`src/hw/ddc_pkg.sv`:
```
// Constants and carrier types for the DDR controller front end
package ddc_pkg;
	// ----------------------------------------
	// Geometry
	// ----------------------------------------
	localparam int NPORT     = 2;
	localparam int ADDR_W    = 32;
	localparam int DATA_W    = 32;
	localparam int COL_W     = 10;
	localparam int ROW_W     = 15;
	localparam int BANK_W    = 3;
	localparam int COLL_W    = 3;
	localparam int BYTE_LSB  = 2;
	localparam int BURST_LEN = 8;
	localparam int BEAT_W    = 3;
	// ----------------------------------------
	// Timing
	// ----------------------------------------
	localparam int CLK_PERIOD_PS = 5000;
	localparam int WAKE_NS       = 24;
	localparam int WAKE_CYC      = (WAKE_NS * 1000 + CLK_PERIOD_PS - 1) / CLK_PERIOD_PS;
	localparam int WAKE_W        = 8;
	localparam int PD_IDLE_CYC   = 64;
	localparam int SR_IDLE_CYC   = 1024;
	localparam int IDLE_W        = 16;
	// ----------------------------------------
	// Gate delay and calibration
	// ----------------------------------------
	localparam int          COARSE_W   = 3;
	localparam int          FINE_W     = 8;
	localparam logic [2:0]  COARSE_MAX = 3'h5;
	localparam int          CAL_BITS   = 11;
	localparam int          CALCNT_W   = 4;
	// ----------------------------------------
	// Modes and commands
	// ----------------------------------------
	typedef enum logic [1:0] {MAP_BANK_ROW_COL, MAP_ROW_BANK_COL, MAP_ROW_COLH_BANK_COLL} ddc_map_type;
	typedef enum logic [1:0] {APD_OFF, APD_ACTIVE, APD_PRECHARGE} ddc_apd_type;
	typedef enum logic [1:0] {CTL_DISABLE, CTL_CAL, CTL_USER, CTL_BOTH} ddc_ctl_type;
	typedef enum logic [3:0] {CMD_NOP, CMD_ACT, CMD_RD, CMD_WR, CMD_PRE, CMD_PREA,
		CMD_PDE_ACT, CMD_PDE_PRE, CMD_PDX, CMD_SRE, CMD_SRX} ddc_cmd_type;
	// ----------------------------------------
	// Carriers
	// ----------------------------------------
	typedef struct packed {
		logic              a_valid;
		logic              a_write;
		logic [ADDR_W-1:0] a_addr;
		logic              w_valid;
		logic [DATA_W-1:0] w_data;
		logic              w_last;
		logic              b_ready;
		logic              r_ready;
	} ddc_axi_in_type;
	typedef struct packed {
		logic              a_ready;
		logic              w_ready;
		logic              b_valid;
		logic              r_valid;
		logic [DATA_W-1:0] r_data;
		logic              r_last;
	} ddc_axi_out_type;
	typedef struct packed {
		ddc_cmd_type       cmd;
		logic [BANK_W-1:0] bank;
		logic [ROW_W-1:0]  row;
		logic [COL_W-1:0]  col;
		logic              wvalid;
		logic [DATA_W-1:0] wdata;
	} ddc_mem_out_type;
	typedef struct packed {
		logic              rvalid;
		logic [DATA_W-1:0] rdata;
	} ddc_mem_in_type;
endpackage

```
`src/hw/ddc_ctrl.sv`:
```
// DDR controller front end: two AXI-style ports, address mapping, power management
`timescale 1ns/1ps

// Overview of operation
// - Each accepted address is split into bank, row and column by the selected ordering.
// - With active or precharge power-down chosen, idle time puts memory into that power-down.
// - With self-refresh enabled, a longer idle time puts memory into self-refresh.
// - Gate override replaces calibrated delays with user coarse 0-5 and fine 0-255 values.
// - In disable-control mode the calibration and user reset pins are ignored.
// - With calibration on, master reset and the SCL/SDA pair are honoured.
// - With user reset on, master reset and sequencer start are honoured.
// - Two ports, 0 and 1, each separately enabled; a disabled port accepts nothing.
// - Each port is paced by its own clock input, optionally inverted.
// - Each port has a shared address channel plus write data, write response and read data.
// - Every memory access is a burst of eight.
module ddc_ctrl #(
	parameter int PD_IDLE = ddc_pkg::PD_IDLE_CYC,
	parameter int SR_IDLE = ddc_pkg::SR_IDLE_CYC
) (
	// Clock and reset
	input  wire logic                                          sys_clk,
	input  wire logic                                          nrst,
	// Configuration
	input  wire ddc_pkg::ddc_map_type                          map_mode,
	input  wire ddc_pkg::ddc_apd_type                          apd_mode,
	input  wire logic                                          sr_en,
	input  wire ddc_pkg::ddc_ctl_type                          ctl_mode,
	input  wire logic                                          gate_ovr_en,
	input  wire logic [ddc_pkg::COARSE_W-1:0]                  gate_ovr_coarse,
	input  wire logic [ddc_pkg::FINE_W-1:0]                    gate_ovr_fine,
	// Control pins from fabric
	input  wire logic                                          master_rst_n,
	input  wire logic                                          seq_start,
	input  wire logic                                          cal_scl,
	input  wire logic                                          cal_sda,
	// AXI ports
	input  wire logic [ddc_pkg::NPORT-1:0]                     port_en,
	input  wire logic [ddc_pkg::NPORT-1:0]                     axi_clk,
	input  wire logic [ddc_pkg::NPORT-1:0]                     axi_clk_inv,
	input  wire ddc_pkg::ddc_axi_in_type [ddc_pkg::NPORT-1:0]  axi_in,
	output ddc_pkg::ddc_axi_out_type [ddc_pkg::NPORT-1:0]      axi_out,
	// Memory command side
	input  wire ddc_pkg::ddc_mem_in_type                       mem_in,
	output ddc_pkg::ddc_mem_out_type                           mem_out,
	output logic [ddc_pkg::COARSE_W-1:0]                       gate_coarse,
	output logic [ddc_pkg::FINE_W-1:0]                         gate_fine,
	// Status
	output logic                                               init_done,
	output logic                                               in_pd,
	output logic                                               in_sr
);
	localparam int CW = ddc_pkg::COL_W;
	localparam int RW = ddc_pkg::ROW_W;
	localparam int BW = ddc_pkg::BANK_W;
	localparam int LW = ddc_pkg::COLL_W;
	localparam int DW = ddc_pkg::DATA_W;
	localparam int NP = ddc_pkg::NPORT;
	localparam int WORD_W = CW + RW + BW;
	localparam logic [ddc_pkg::BEAT_W-1:0] LAST_BEAT = ddc_pkg::BEAT_W'(ddc_pkg::BURST_LEN - 1);
	localparam logic [ddc_pkg::IDLE_W-1:0] PD_LIM = ddc_pkg::IDLE_W'(PD_IDLE - 1);
	localparam logic [ddc_pkg::IDLE_W-1:0] SR_LIM = ddc_pkg::IDLE_W'(SR_IDLE - 1);
	localparam logic [ddc_pkg::CALCNT_W-1:0] CAL_LAST = ddc_pkg::CALCNT_W'(ddc_pkg::CAL_BITS - 1);

	typedef enum logic [3:0] {ST_INIT_WAIT, ST_INIT_PRE, ST_IDLE, ST_PD, ST_SRE, ST_SR,
		ST_WAKE, ST_WCOL, ST_ACT, ST_CMD, ST_WBEAT, ST_RBEAT, ST_PRE, ST_RSEND,
		ST_RESP} ddc_st_type;

	typedef struct packed {
		ddc_st_type                                   st;
		logic                                         port;
		logic                                         rr;
		logic                                         write;
		logic [BW-1:0]                                bank;
		logic [RW-1:0]                                row;
		logic [CW-1:0]                                col;
		logic [ddc_pkg::BEAT_W-1:0]                   beat;
		logic [ddc_pkg::IDLE_W-1:0]                   idle_cnt;
		logic [ddc_pkg::WAKE_W-1:0]                   wake_cnt;
		logic [ddc_pkg::BURST_LEN-1:0][DW-1:0]        data_buf;
		logic [NP-1:0]                                clk_prev;
		logic                                         scl_prev;
		logic [ddc_pkg::CAL_BITS-1:0]                 cal_shift;
		logic [ddc_pkg::CALCNT_W-1:0]                 cal_cnt;
		logic [ddc_pkg::COARSE_W-1:0]                 cal_coarse;
		logic [ddc_pkg::FINE_W-1:0]                   cal_fine;
		logic [ddc_pkg::COARSE_W-1:0]                 gate_coarse;
		logic [ddc_pkg::FINE_W-1:0]                   gate_fine;
		logic                                         init_done;
		logic                                         in_pd;
		logic                                         in_sr;
		ddc_pkg::ddc_axi_out_type [NP-1:0]            axo;
		ddc_pkg::ddc_mem_out_type                     mem;
	} ddc_state_type;

	ddc_state_type q_q;
	ddc_state_type d_d;

	// ----------------------------------------
	// Per-port clock pacing
	// ----------------------------------------
	logic [NP-1:0] eff_clk;
	logic [NP-1:0] port_edge;
	for (genvar gi = 0; gi < NP; gi++) begin : g_port
		assign eff_clk[gi]   = axi_clk[gi] ^ axi_clk_inv[gi];
		assign port_edge[gi] = eff_clk[gi] & ~q_q.clk_prev[gi];
	end

	// ----------------------------------------
	// Next state
	// ----------------------------------------
	always_comb begin
		logic [WORD_W-1:0]               word;
		logic                            idle_like;
		logic                            take;
		logic                            cal_en;
		logic                            usr_en;
		logic [ddc_pkg::COARSE_W-1:0]    coarse;
		word      = axi_in[q_q.rr].a_addr[ddc_pkg::BYTE_LSB +: WORD_W];
		cal_en    = (ctl_mode == ddc_pkg::CTL_CAL) || (ctl_mode == ddc_pkg::CTL_BOTH);
		usr_en    = (ctl_mode == ddc_pkg::CTL_USER) || (ctl_mode == ddc_pkg::CTL_BOTH);
		idle_like = (q_q.st == ST_IDLE) || (q_q.st == ST_PD) || (q_q.st == ST_SR);
		take      = idle_like && port_edge[q_q.rr] && q_q.axo[q_q.rr].a_ready
			&& axi_in[q_q.rr].a_valid;
		coarse    = gate_ovr_en ? gate_ovr_coarse : q_q.cal_coarse;
		d_d = q_q;
		d_d.clk_prev   = eff_clk;
		d_d.scl_prev   = cal_scl;
		d_d.mem.cmd    = ddc_pkg::CMD_NOP;
		d_d.mem.wvalid = 1'b0;

		// Serial load of calibrated gate delays, coarse then fine, MSB first
		if (cal_en && cal_scl && !q_q.scl_prev) begin
			d_d.cal_shift = {q_q.cal_shift[ddc_pkg::CAL_BITS-2:0], cal_sda};
			d_d.cal_cnt   = q_q.cal_cnt + 1'b1;
			if (q_q.cal_cnt == CAL_LAST) begin
				d_d.cal_cnt    = '0;
				d_d.cal_fine   = d_d.cal_shift[ddc_pkg::FINE_W-1:0];
				d_d.cal_coarse = d_d.cal_shift[ddc_pkg::CAL_BITS-1 -: ddc_pkg::COARSE_W];
			end
		end
		// Out-of-range coarse values saturate rather than wrap
		d_d.gate_coarse = (coarse > ddc_pkg::COARSE_MAX) ? ddc_pkg::COARSE_MAX : coarse;
		d_d.gate_fine   = gate_ovr_en ? gate_ovr_fine : q_q.cal_fine;

		case (q_q.st)
			ST_INIT_WAIT: begin
				if (!usr_en || seq_start) begin
					d_d.st = ST_INIT_PRE;
				end
			end
			ST_INIT_PRE: begin
				d_d.mem.cmd   = ddc_pkg::CMD_PREA;
				d_d.init_done = 1'b1;
				d_d.idle_cnt  = '0;
				d_d.st        = ST_IDLE;
			end
			ST_IDLE, ST_PD, ST_SR: begin
				if (take) begin
					d_d.port     = q_q.rr;
					d_d.write    = axi_in[q_q.rr].a_write;
					d_d.idle_cnt = '0;
					d_d.beat     = '0;
					case (map_mode)
						ddc_pkg::MAP_ROW_BANK_COL: begin
							d_d.col  = word[0 +: CW];
							d_d.bank = word[CW +: BW];
							d_d.row  = word[CW + BW +: RW];
						end
						ddc_pkg::MAP_ROW_COLH_BANK_COLL: begin
							d_d.col  = {word[LW + BW +: CW - LW], word[0 +: LW]};
							d_d.bank = word[LW +: BW];
							d_d.row  = word[CW + BW +: RW];
						end
						default: begin
							d_d.col  = word[0 +: CW];
							d_d.row  = word[CW +: RW];
							d_d.bank = word[CW + RW +: BW];
						end
					endcase
					if (q_q.st != ST_IDLE) begin
						d_d.mem.cmd  = (q_q.st == ST_SR) ? ddc_pkg::CMD_SRX : ddc_pkg::CMD_PDX;
						d_d.wake_cnt = ddc_pkg::WAKE_W'(ddc_pkg::WAKE_CYC);
						d_d.in_pd    = 1'b0;
						d_d.in_sr    = 1'b0;
						d_d.st       = ST_WAKE;
					end else begin
						d_d.st = axi_in[q_q.rr].a_write ? ST_WCOL : ST_ACT;
					end
				end else begin
					if (q_q.st != ST_SR && q_q.idle_cnt != '1) begin
						d_d.idle_cnt = q_q.idle_cnt + 1'b1;
					end
					if (port_edge[q_q.rr] || !port_en[q_q.rr]) begin
						d_d.rr = port_en[!q_q.rr] ? !q_q.rr : q_q.rr;
					end
					if (q_q.st == ST_IDLE && apd_mode != ddc_pkg::APD_OFF
						&& q_q.idle_cnt >= PD_LIM) begin
						d_d.mem.cmd = (apd_mode == ddc_pkg::APD_ACTIVE) ?
							ddc_pkg::CMD_PDE_ACT : ddc_pkg::CMD_PDE_PRE;
						d_d.in_pd = 1'b1;
						d_d.st    = ST_PD;
					end else if (q_q.st != ST_SR && sr_en && q_q.idle_cnt >= SR_LIM) begin
						// Power-down must be left before self-refresh is entered
						if (q_q.st == ST_PD) begin
							d_d.mem.cmd = ddc_pkg::CMD_PDX;
						end
						d_d.in_pd = 1'b0;
						d_d.st    = ST_SRE;
					end
				end
			end
			ST_SRE: begin
				d_d.mem.cmd = ddc_pkg::CMD_SRE;
				d_d.in_sr   = 1'b1;
				d_d.st      = ST_SR;
			end
			ST_WAKE: begin
				d_d.wake_cnt = q_q.wake_cnt - 1'b1;
				if (q_q.wake_cnt <= 1) begin
					d_d.st = q_q.write ? ST_WCOL : ST_ACT;
				end
			end
			ST_WCOL: begin
				if (port_edge[q_q.port] && q_q.axo[q_q.port].w_ready
					&& axi_in[q_q.port].w_valid) begin
					d_d.data_buf[q_q.beat] = axi_in[q_q.port].w_data;
					d_d.beat = q_q.beat + 1'b1;
					if (q_q.beat == LAST_BEAT) begin
						d_d.st = ST_ACT;
					end
				end
			end
			ST_ACT: begin
				d_d.mem.cmd  = ddc_pkg::CMD_ACT;
				d_d.mem.bank = q_q.bank;
				d_d.mem.row  = q_q.row;
				d_d.st       = ST_CMD;
			end
			ST_CMD: begin
				// Burst-aligned column: the low LW bits are sent as zero
				d_d.mem.cmd = q_q.write ? ddc_pkg::CMD_WR : ddc_pkg::CMD_RD;
				d_d.mem.col = {q_q.col[CW-1:LW], {LW{1'b0}}};
				d_d.beat    = '0;
				d_d.st      = q_q.write ? ST_WBEAT : ST_RBEAT;
			end
			ST_WBEAT: begin
				d_d.mem.wvalid = 1'b1;
				d_d.mem.wdata  = q_q.data_buf[q_q.beat];
				d_d.beat       = q_q.beat + 1'b1;
				if (q_q.beat == LAST_BEAT) begin
					d_d.st = ST_PRE;
				end
			end
			ST_RBEAT: begin
				if (mem_in.rvalid) begin
					d_d.data_buf[q_q.beat] = mem_in.rdata;
					d_d.beat = q_q.beat + 1'b1;
					if (q_q.beat == LAST_BEAT) begin
						d_d.st = ST_PRE;
					end
				end
			end
			ST_PRE: begin
				d_d.mem.cmd  = ddc_pkg::CMD_PRE;
				d_d.mem.bank = q_q.bank;
				d_d.beat     = '0;
				if (q_q.write) begin
					d_d.axo[q_q.port].b_valid = 1'b1;
					d_d.st = ST_RESP;
				end else begin
					d_d.axo[q_q.port].r_valid = 1'b1;
					d_d.axo[q_q.port].r_data  = q_q.data_buf[0];
					d_d.axo[q_q.port].r_last  = 1'b0;
					d_d.st = ST_RSEND;
				end
			end
			ST_RSEND: begin
				if (port_edge[q_q.port] && axi_in[q_q.port].r_ready) begin
					d_d.beat = q_q.beat + 1'b1;
					d_d.axo[q_q.port].r_data = q_q.data_buf[d_d.beat];
					d_d.axo[q_q.port].r_last = (d_d.beat == LAST_BEAT);
					if (q_q.beat == LAST_BEAT) begin
						d_d.axo[q_q.port].r_valid = 1'b0;
						d_d.axo[q_q.port].r_last  = 1'b0;
						d_d.idle_cnt = '0;
						d_d.st = ST_IDLE;
					end
				end
			end
			ST_RESP: begin
				if (port_edge[q_q.port] && axi_in[q_q.port].b_ready) begin
					d_d.axo[q_q.port].b_valid = 1'b0;
					d_d.idle_cnt = '0;
					d_d.st = ST_IDLE;
				end
			end
			default: begin
				d_d.st = ST_INIT_WAIT;
			end
		endcase

		// Ready flags follow the next state so no handshake lands after a switch
		for (int p = 0; p < NP; p++) begin
			d_d.axo[p].a_ready = port_en[p] && (d_d.rr == p) && !take
				&& ((d_d.st == ST_IDLE) || (d_d.st == ST_PD) || (d_d.st == ST_SR));
			d_d.axo[p].w_ready = port_en[p] && (d_d.port == p) && (d_d.st == ST_WCOL)
				&& !(q_q.st == ST_WCOL && d_d.st != ST_WCOL);
		end

		// Fabric master reset restarts the sequencer; gate settings survive
		if ((cal_en || usr_en) && !master_rst_n) begin
			d_d             = '0;
			d_d.clk_prev    = eff_clk;
			d_d.scl_prev    = cal_scl;
			d_d.cal_coarse  = q_q.cal_coarse;
			d_d.cal_fine    = q_q.cal_fine;
			d_d.gate_coarse = q_q.gate_coarse;
			d_d.gate_fine   = q_q.gate_fine;
		end
	end

	// ----------------------------------------
	// State register
	// ----------------------------------------
	always_ff @(posedge sys_clk or negedge nrst) begin
		if (!nrst) begin
			q_q <= '0;
		end else begin
			q_q <= d_d;
		end
	end

	assign axi_out     = q_q.axo;
	assign mem_out     = q_q.mem;
	assign gate_coarse = q_q.gate_coarse;
	assign gate_fine   = q_q.gate_fine;
	assign init_done   = q_q.init_done;
	assign in_pd       = q_q.in_pd;
	assign in_sr       = q_q.in_sr;
endmodule

```
`config.mk`:
```
export PLATFORM = sky130hd
export DESIGN_NAME = ddc_ctrl
export DESIGN_NICKNAME = d
export VERILOG_FILES = /design/src/hw/ddc_pkg.sv /design/src/hw/ddc_ctrl.sv
export SDC_FILE = /design/constraint.sdc
export NUM_CORES = 1
export LEC_CHECK = 0
export ABC_CLOCK_PERIOD_IN_PS = 3700
export BUFFER_PORTS_ARGS = -buffer_cell sky130_fd_sc_hd__buf_4
export CAP_MARGIN = 20
export CORE_ASPECT_RATIO = 0.5
export CORE_UTILIZATION = 35
export CTS_BUF_LIST = sky130_fd_sc_hd__clkbuf_8
export DETAILED_ROUTE_END_ITERATION = 10
export GPL_TIMING_DRIVEN = 0
export SLEW_MARGIN = 20
export SYNTH_ARGS = -nofsm -noshare
export SYNTH_HDL_FRONTEND = slang
export SYNTH_SLANG_ARGS = --single-unit
export TNS_END_PERCENT = 30
```
`constraint.sdc`:
```
create_clock -name sys_clk -period 3.7 [get_ports sys_clk]
set_input_delay 0.37 -clock sys_clk [delete_from_list [all_inputs] [get_ports sys_clk]]
set_output_delay 0.37 -clock sys_clk [all_outputs]
set_load 0.1 [all_outputs]
```
==> run summary <==
For the number of different library cells in the post-synthesis netlist, the log shows 91. The kind of end point of the critical path is a flop. After detailed routing, the average wire length per cell comes to 25.4 um.

The floorplan step set the die height to 197 um. The starting DRC count in detailed routing was 2,887. The final reports fail on negative setup slack. The count of endpoints failing setup in the final report is 1, and the part of the cycle the worst path needs is 1.02. The logs give 0.000252 V for the worst supply voltage drop on vdd and 0.0390 ns for the worst clock skew. For the pin with the worst max-slew slack, the measured transition is 1.26 ns. Final routed DRC violation total: 0.

The run finished, with violations left. The library cell used most frequently in the layout, excluding fill and tap cells, is sky130_fd_sc_hd__dfrtp_1. The worst path in the final design needs a cycle of 3.77 ns, including I/O delays and setup.

Setup repair after global routing left no endpoint under its margin. The TritonCTS buffer count was 78. The final max-slew violation count was 0; the average footprint of a synthesized cell was 9.64 um^2. The tools report the area inside the core boundary as 75,200 um^2. After global routing the overflow that remains totals 0.

The count of final hold-check violations is 0, and the routed wire length is 109,000 um. During I/O placement, the number of pins put on the boundary was 357. The tools report the weighted congestion reported at the end of routability-driven placement as 0.971. TritonCTS built the clock tree. The relative slew slack is 0.154, and the number of register bits inferred by synthesis is 493. The async set-or-reset flop fraction in the synthesized netlist is 1.00. Of all cell types, the one taking the most synthesized area is sky130_fd_sc_hd__dfrtp_1.

The global-route wire length before repair was 158,000 um; the areal power density over the cells was 386 nW/um^2. The chip width came out at 392 um. Kind of critical path: flop to flop.

The initialized floorplan defines 71 standard-cell rows. Walking the worst path, the cells encountered are clkbuf_1, clkbuf_2, clkdlybuf4s15_1, clkbuf_1, o221ai_1, o21ai_0, nor2_1. The layout cell share with drive strength beyond 1 is 0.265, and the number of nets in the final layout is 3,417. The pre-antenna-repair detailed-routing pass consisted of 6 iterations. For the worst path setup slack after routing, the log shows -0.0747 ns.

The first element of the critical path is q_q[464]. Ranked by total cell area, the synthesized netlist is headed by sky130_fd_sc_hd__dfrtp_1 46%, sky130_fd_sc_hd__mux4_2 6.8%, sky130_fd_sc_hd__nand2_1 6.7%. Data arrives at the worst endpoint at 4.35 ns. The number of antenna violations at the first check in global routing came out at 6.

The tools report the starting density of the core as 0.354. Entering global routing, the biggest net connects 98 pins. The largest fanout of any net on the critical path works out to 10. In the synthesized netlist the dominant register cell turns out to be sky130_fd_sc_hd__dfrtp_1.

Clock-pin slew was measured on the worst setup and hold paths at 0.07 ns. The global-route usage over all layers came out at 0.279. The tools report the origin of the worst min-delay path as gate_ovr_fine[7]. In this run the register-to-register setup slack is -0.07 ns.

Leaving out fill and tap cells, the most frequent cells in the layout are 493 x sky130_fd_sc_hd__dfrtp_1, 492 x sky130_fd_sc_hd__buf_4, 473 x sky130_fd_sc_hd__nand2_1, 337 x sky130_fd_sc_hd__o21ai_0, 200 x sky130_fd_sc_hd__nor2_1. The detailed-route vias per instance was 5.72. The routed via count was 24,500. The floorplan step defined a die boundary enclosing 77,300 um^2. The worst register-to-register path begins at q_q[464]. Clock sink count: 493.

At the later pin of the worst-skew pair, clock insertion delay measures 0.72 ns. The cell count after synthesis came out at 2,765. The tools report the type of origin of the critical path as a flop. Master of the slowest instance on the critical path: sky130_fd_sc_hd__clkdlybuf4s15_1.

The sequential fraction of the synthesis area was 0.463. The cell type with the highest occurrence count on the critical path is sky130_fd_sc_hd__clkbuf_1. The biggest cell delay along the critical path was 0.86 ns; the area of the mapped netlist was 26,600 um^2.

In this run the remaining antenna-violating nets after routing total 0. The tools report the required time at the worst-slack endpoint as 4.28 ns. The cell family contributing the most delay on the critical path is buffers and inverters. The top cell type's share of synthesized area is 0.463, and the fraction of the core area covered by cells at the end of the flow is 0.432.

For this design the static power due to leakage is 14.1 nW. The buffer type at the clock tree root was sky130_fd_sc_hd__clkbuf_8. The number of max-cap violations came out at 0.

The synthesized design contains 0 enable-type register cells. Counting both buffers and inverters, the worst setup path holds a total of 4. Buffers added to address setup during post-CTS repair amount to 0. The run gives 78,600 um as the detailed placer's ending HPWL. The completed layout was analyzed and its total power is 12.6 mW.

The number of levels in the clock H-tree came out at 3. The buffer levels on the longest clock path was 3; the peak clock frequency supported by timing was 265 MHz. For the number of global-route vias before repair, the log shows 23,900. The number of warnings issued by yosys was 0.

In this run the worst hold path is classified as input port to flop. Count of buffers from port buffering: 337. The signed area change from the synthesized netlist to the final layout came out at 22.1%.
[cell families (layout without fill, tap and decap cells)]
family,count (synthesis),in the layout,share of synthesized area
XOR/XNOR,18,18,0.00592
buffers and inverters,380,876,0.0790
adder cells (fa/ha/maj),10,10,0.00470
AND/OR/NAND/NOR,858,858,0.138
multiplexers,254,254,0.136
other,1,5,0.000141
flip-flops,493,493,0.463
AO/OA/AOI/OAI,751,751,0.173
[worst register-to-register path, stage by stage (launching register included)]
cell	delay, ns
sky130_fd_sc_hd__dfrtp_1	0.36
sky130_fd_sc_hd__clkbuf_1	0.43
sky130_fd_sc_hd__clkbuf_2	0.53
sky130_fd_sc_hd__clkdlybuf4s15_1	0.86
sky130_fd_sc_hd__clkbuf_1	0.68
sky130_fd_sc_hd__o221ai_1	0.53
sky130_fd_sc_hd__o21ai_0	0.20
sky130_fd_sc_hd__nor2_1	0.06
[power by group]
part	internal, mW	total [mW]	switching [mW]
clock	2.50	4.89	2.39
sequential	5.48	5.56	0.0811
combinational	0.693	2.11	1.41
[cells in the mapped netlist (all sizes together), types with 26 or more instances]
library cell  instances
a21oi               118
a221oi               73
a22oi                26
buf                 205
clkbuf              153
dfrtp               493
mux2                 57
mux2i               116
mux4                 81
nand2               473
nor2                205
nor3                 84
o21ai               401
[area by class of cell]
| cell class | count | area [um^2] |
|---|---|---|
| Tap cell | 1022 | 1280 |
| Inverter | 22 | 96.3 |
| Sequential cell | 493 | 12300 |
| Antenna cell | 2 | 5.00 |
| Timing Repair Buffer | 357 | 2820 |
| Clock inverter | 43 | 239 |
| Multi-Input combinational cell | 1894 | 12400 |
| Buffer | 357 | 2070 |
| Clock buffer | 97 | 1340 |
| Fill cell | 7418 | 42700 |
[worst paths after layout]
path / endpoint / cells after the start
min: gate_fine[7] / 3
min in group asynchronous: q_q[311] / 2
max: mem_out[21] / 7
min reg2reg: gate_coarse[0] / 1
max reg2reg: mem_out[21] / 7
max in group asynchronous: mem_out[47] / 4
[sequential cells by signal (all words and copies together), names as in the netlist]
signal,cells
gate_fine,8
mem_out,62
gate_coarse,3
init_done,1
in_pd,1
q_q,343
in_sr,1
axi_out,74
[per-layer routing]
| layer | vias to the layer above | global-route usage | part of all wire |
|---|---|---|---|
| met3 | 318 | 0.106 | 0.11 |
| met2 | 1279 | 0.434 | 0.45 |
| met4 | 4 | 0.124 | 0.050 |
| li1 | 10600 | - | - |
| met5 | - | 0 | 0.00022 |
| met1 | 12300 | 0.346 | 0.38 |
[metrics by stage]
step	setup TNS (ns)	area (um^2)	instances	setup slack, ns	hold slack [ns]
final	-0.0747	32500	4287	-0.0747	0.0265
after global routing	0	32500	4286	0.0172	0.0292
after CTS	0	32400	4284	0.0218	0.00141
after detailed placement	-65.14	30600	4131	-1.22	0.376
after global placement	-1575.83	30500	4126	-3.14	0.465
after floorplan	0	26700	2767	0.722	0.0744
[repair_timing]
item                                   4_1_cts  5_1_grt
endpoints found under the hold margin       76        0
setup endpoints to repair                   72      164
resized for setup                           38       18
hold buffers                                14        0
pin swaps                                    0        0
Power figures use the tool's default switching activity.
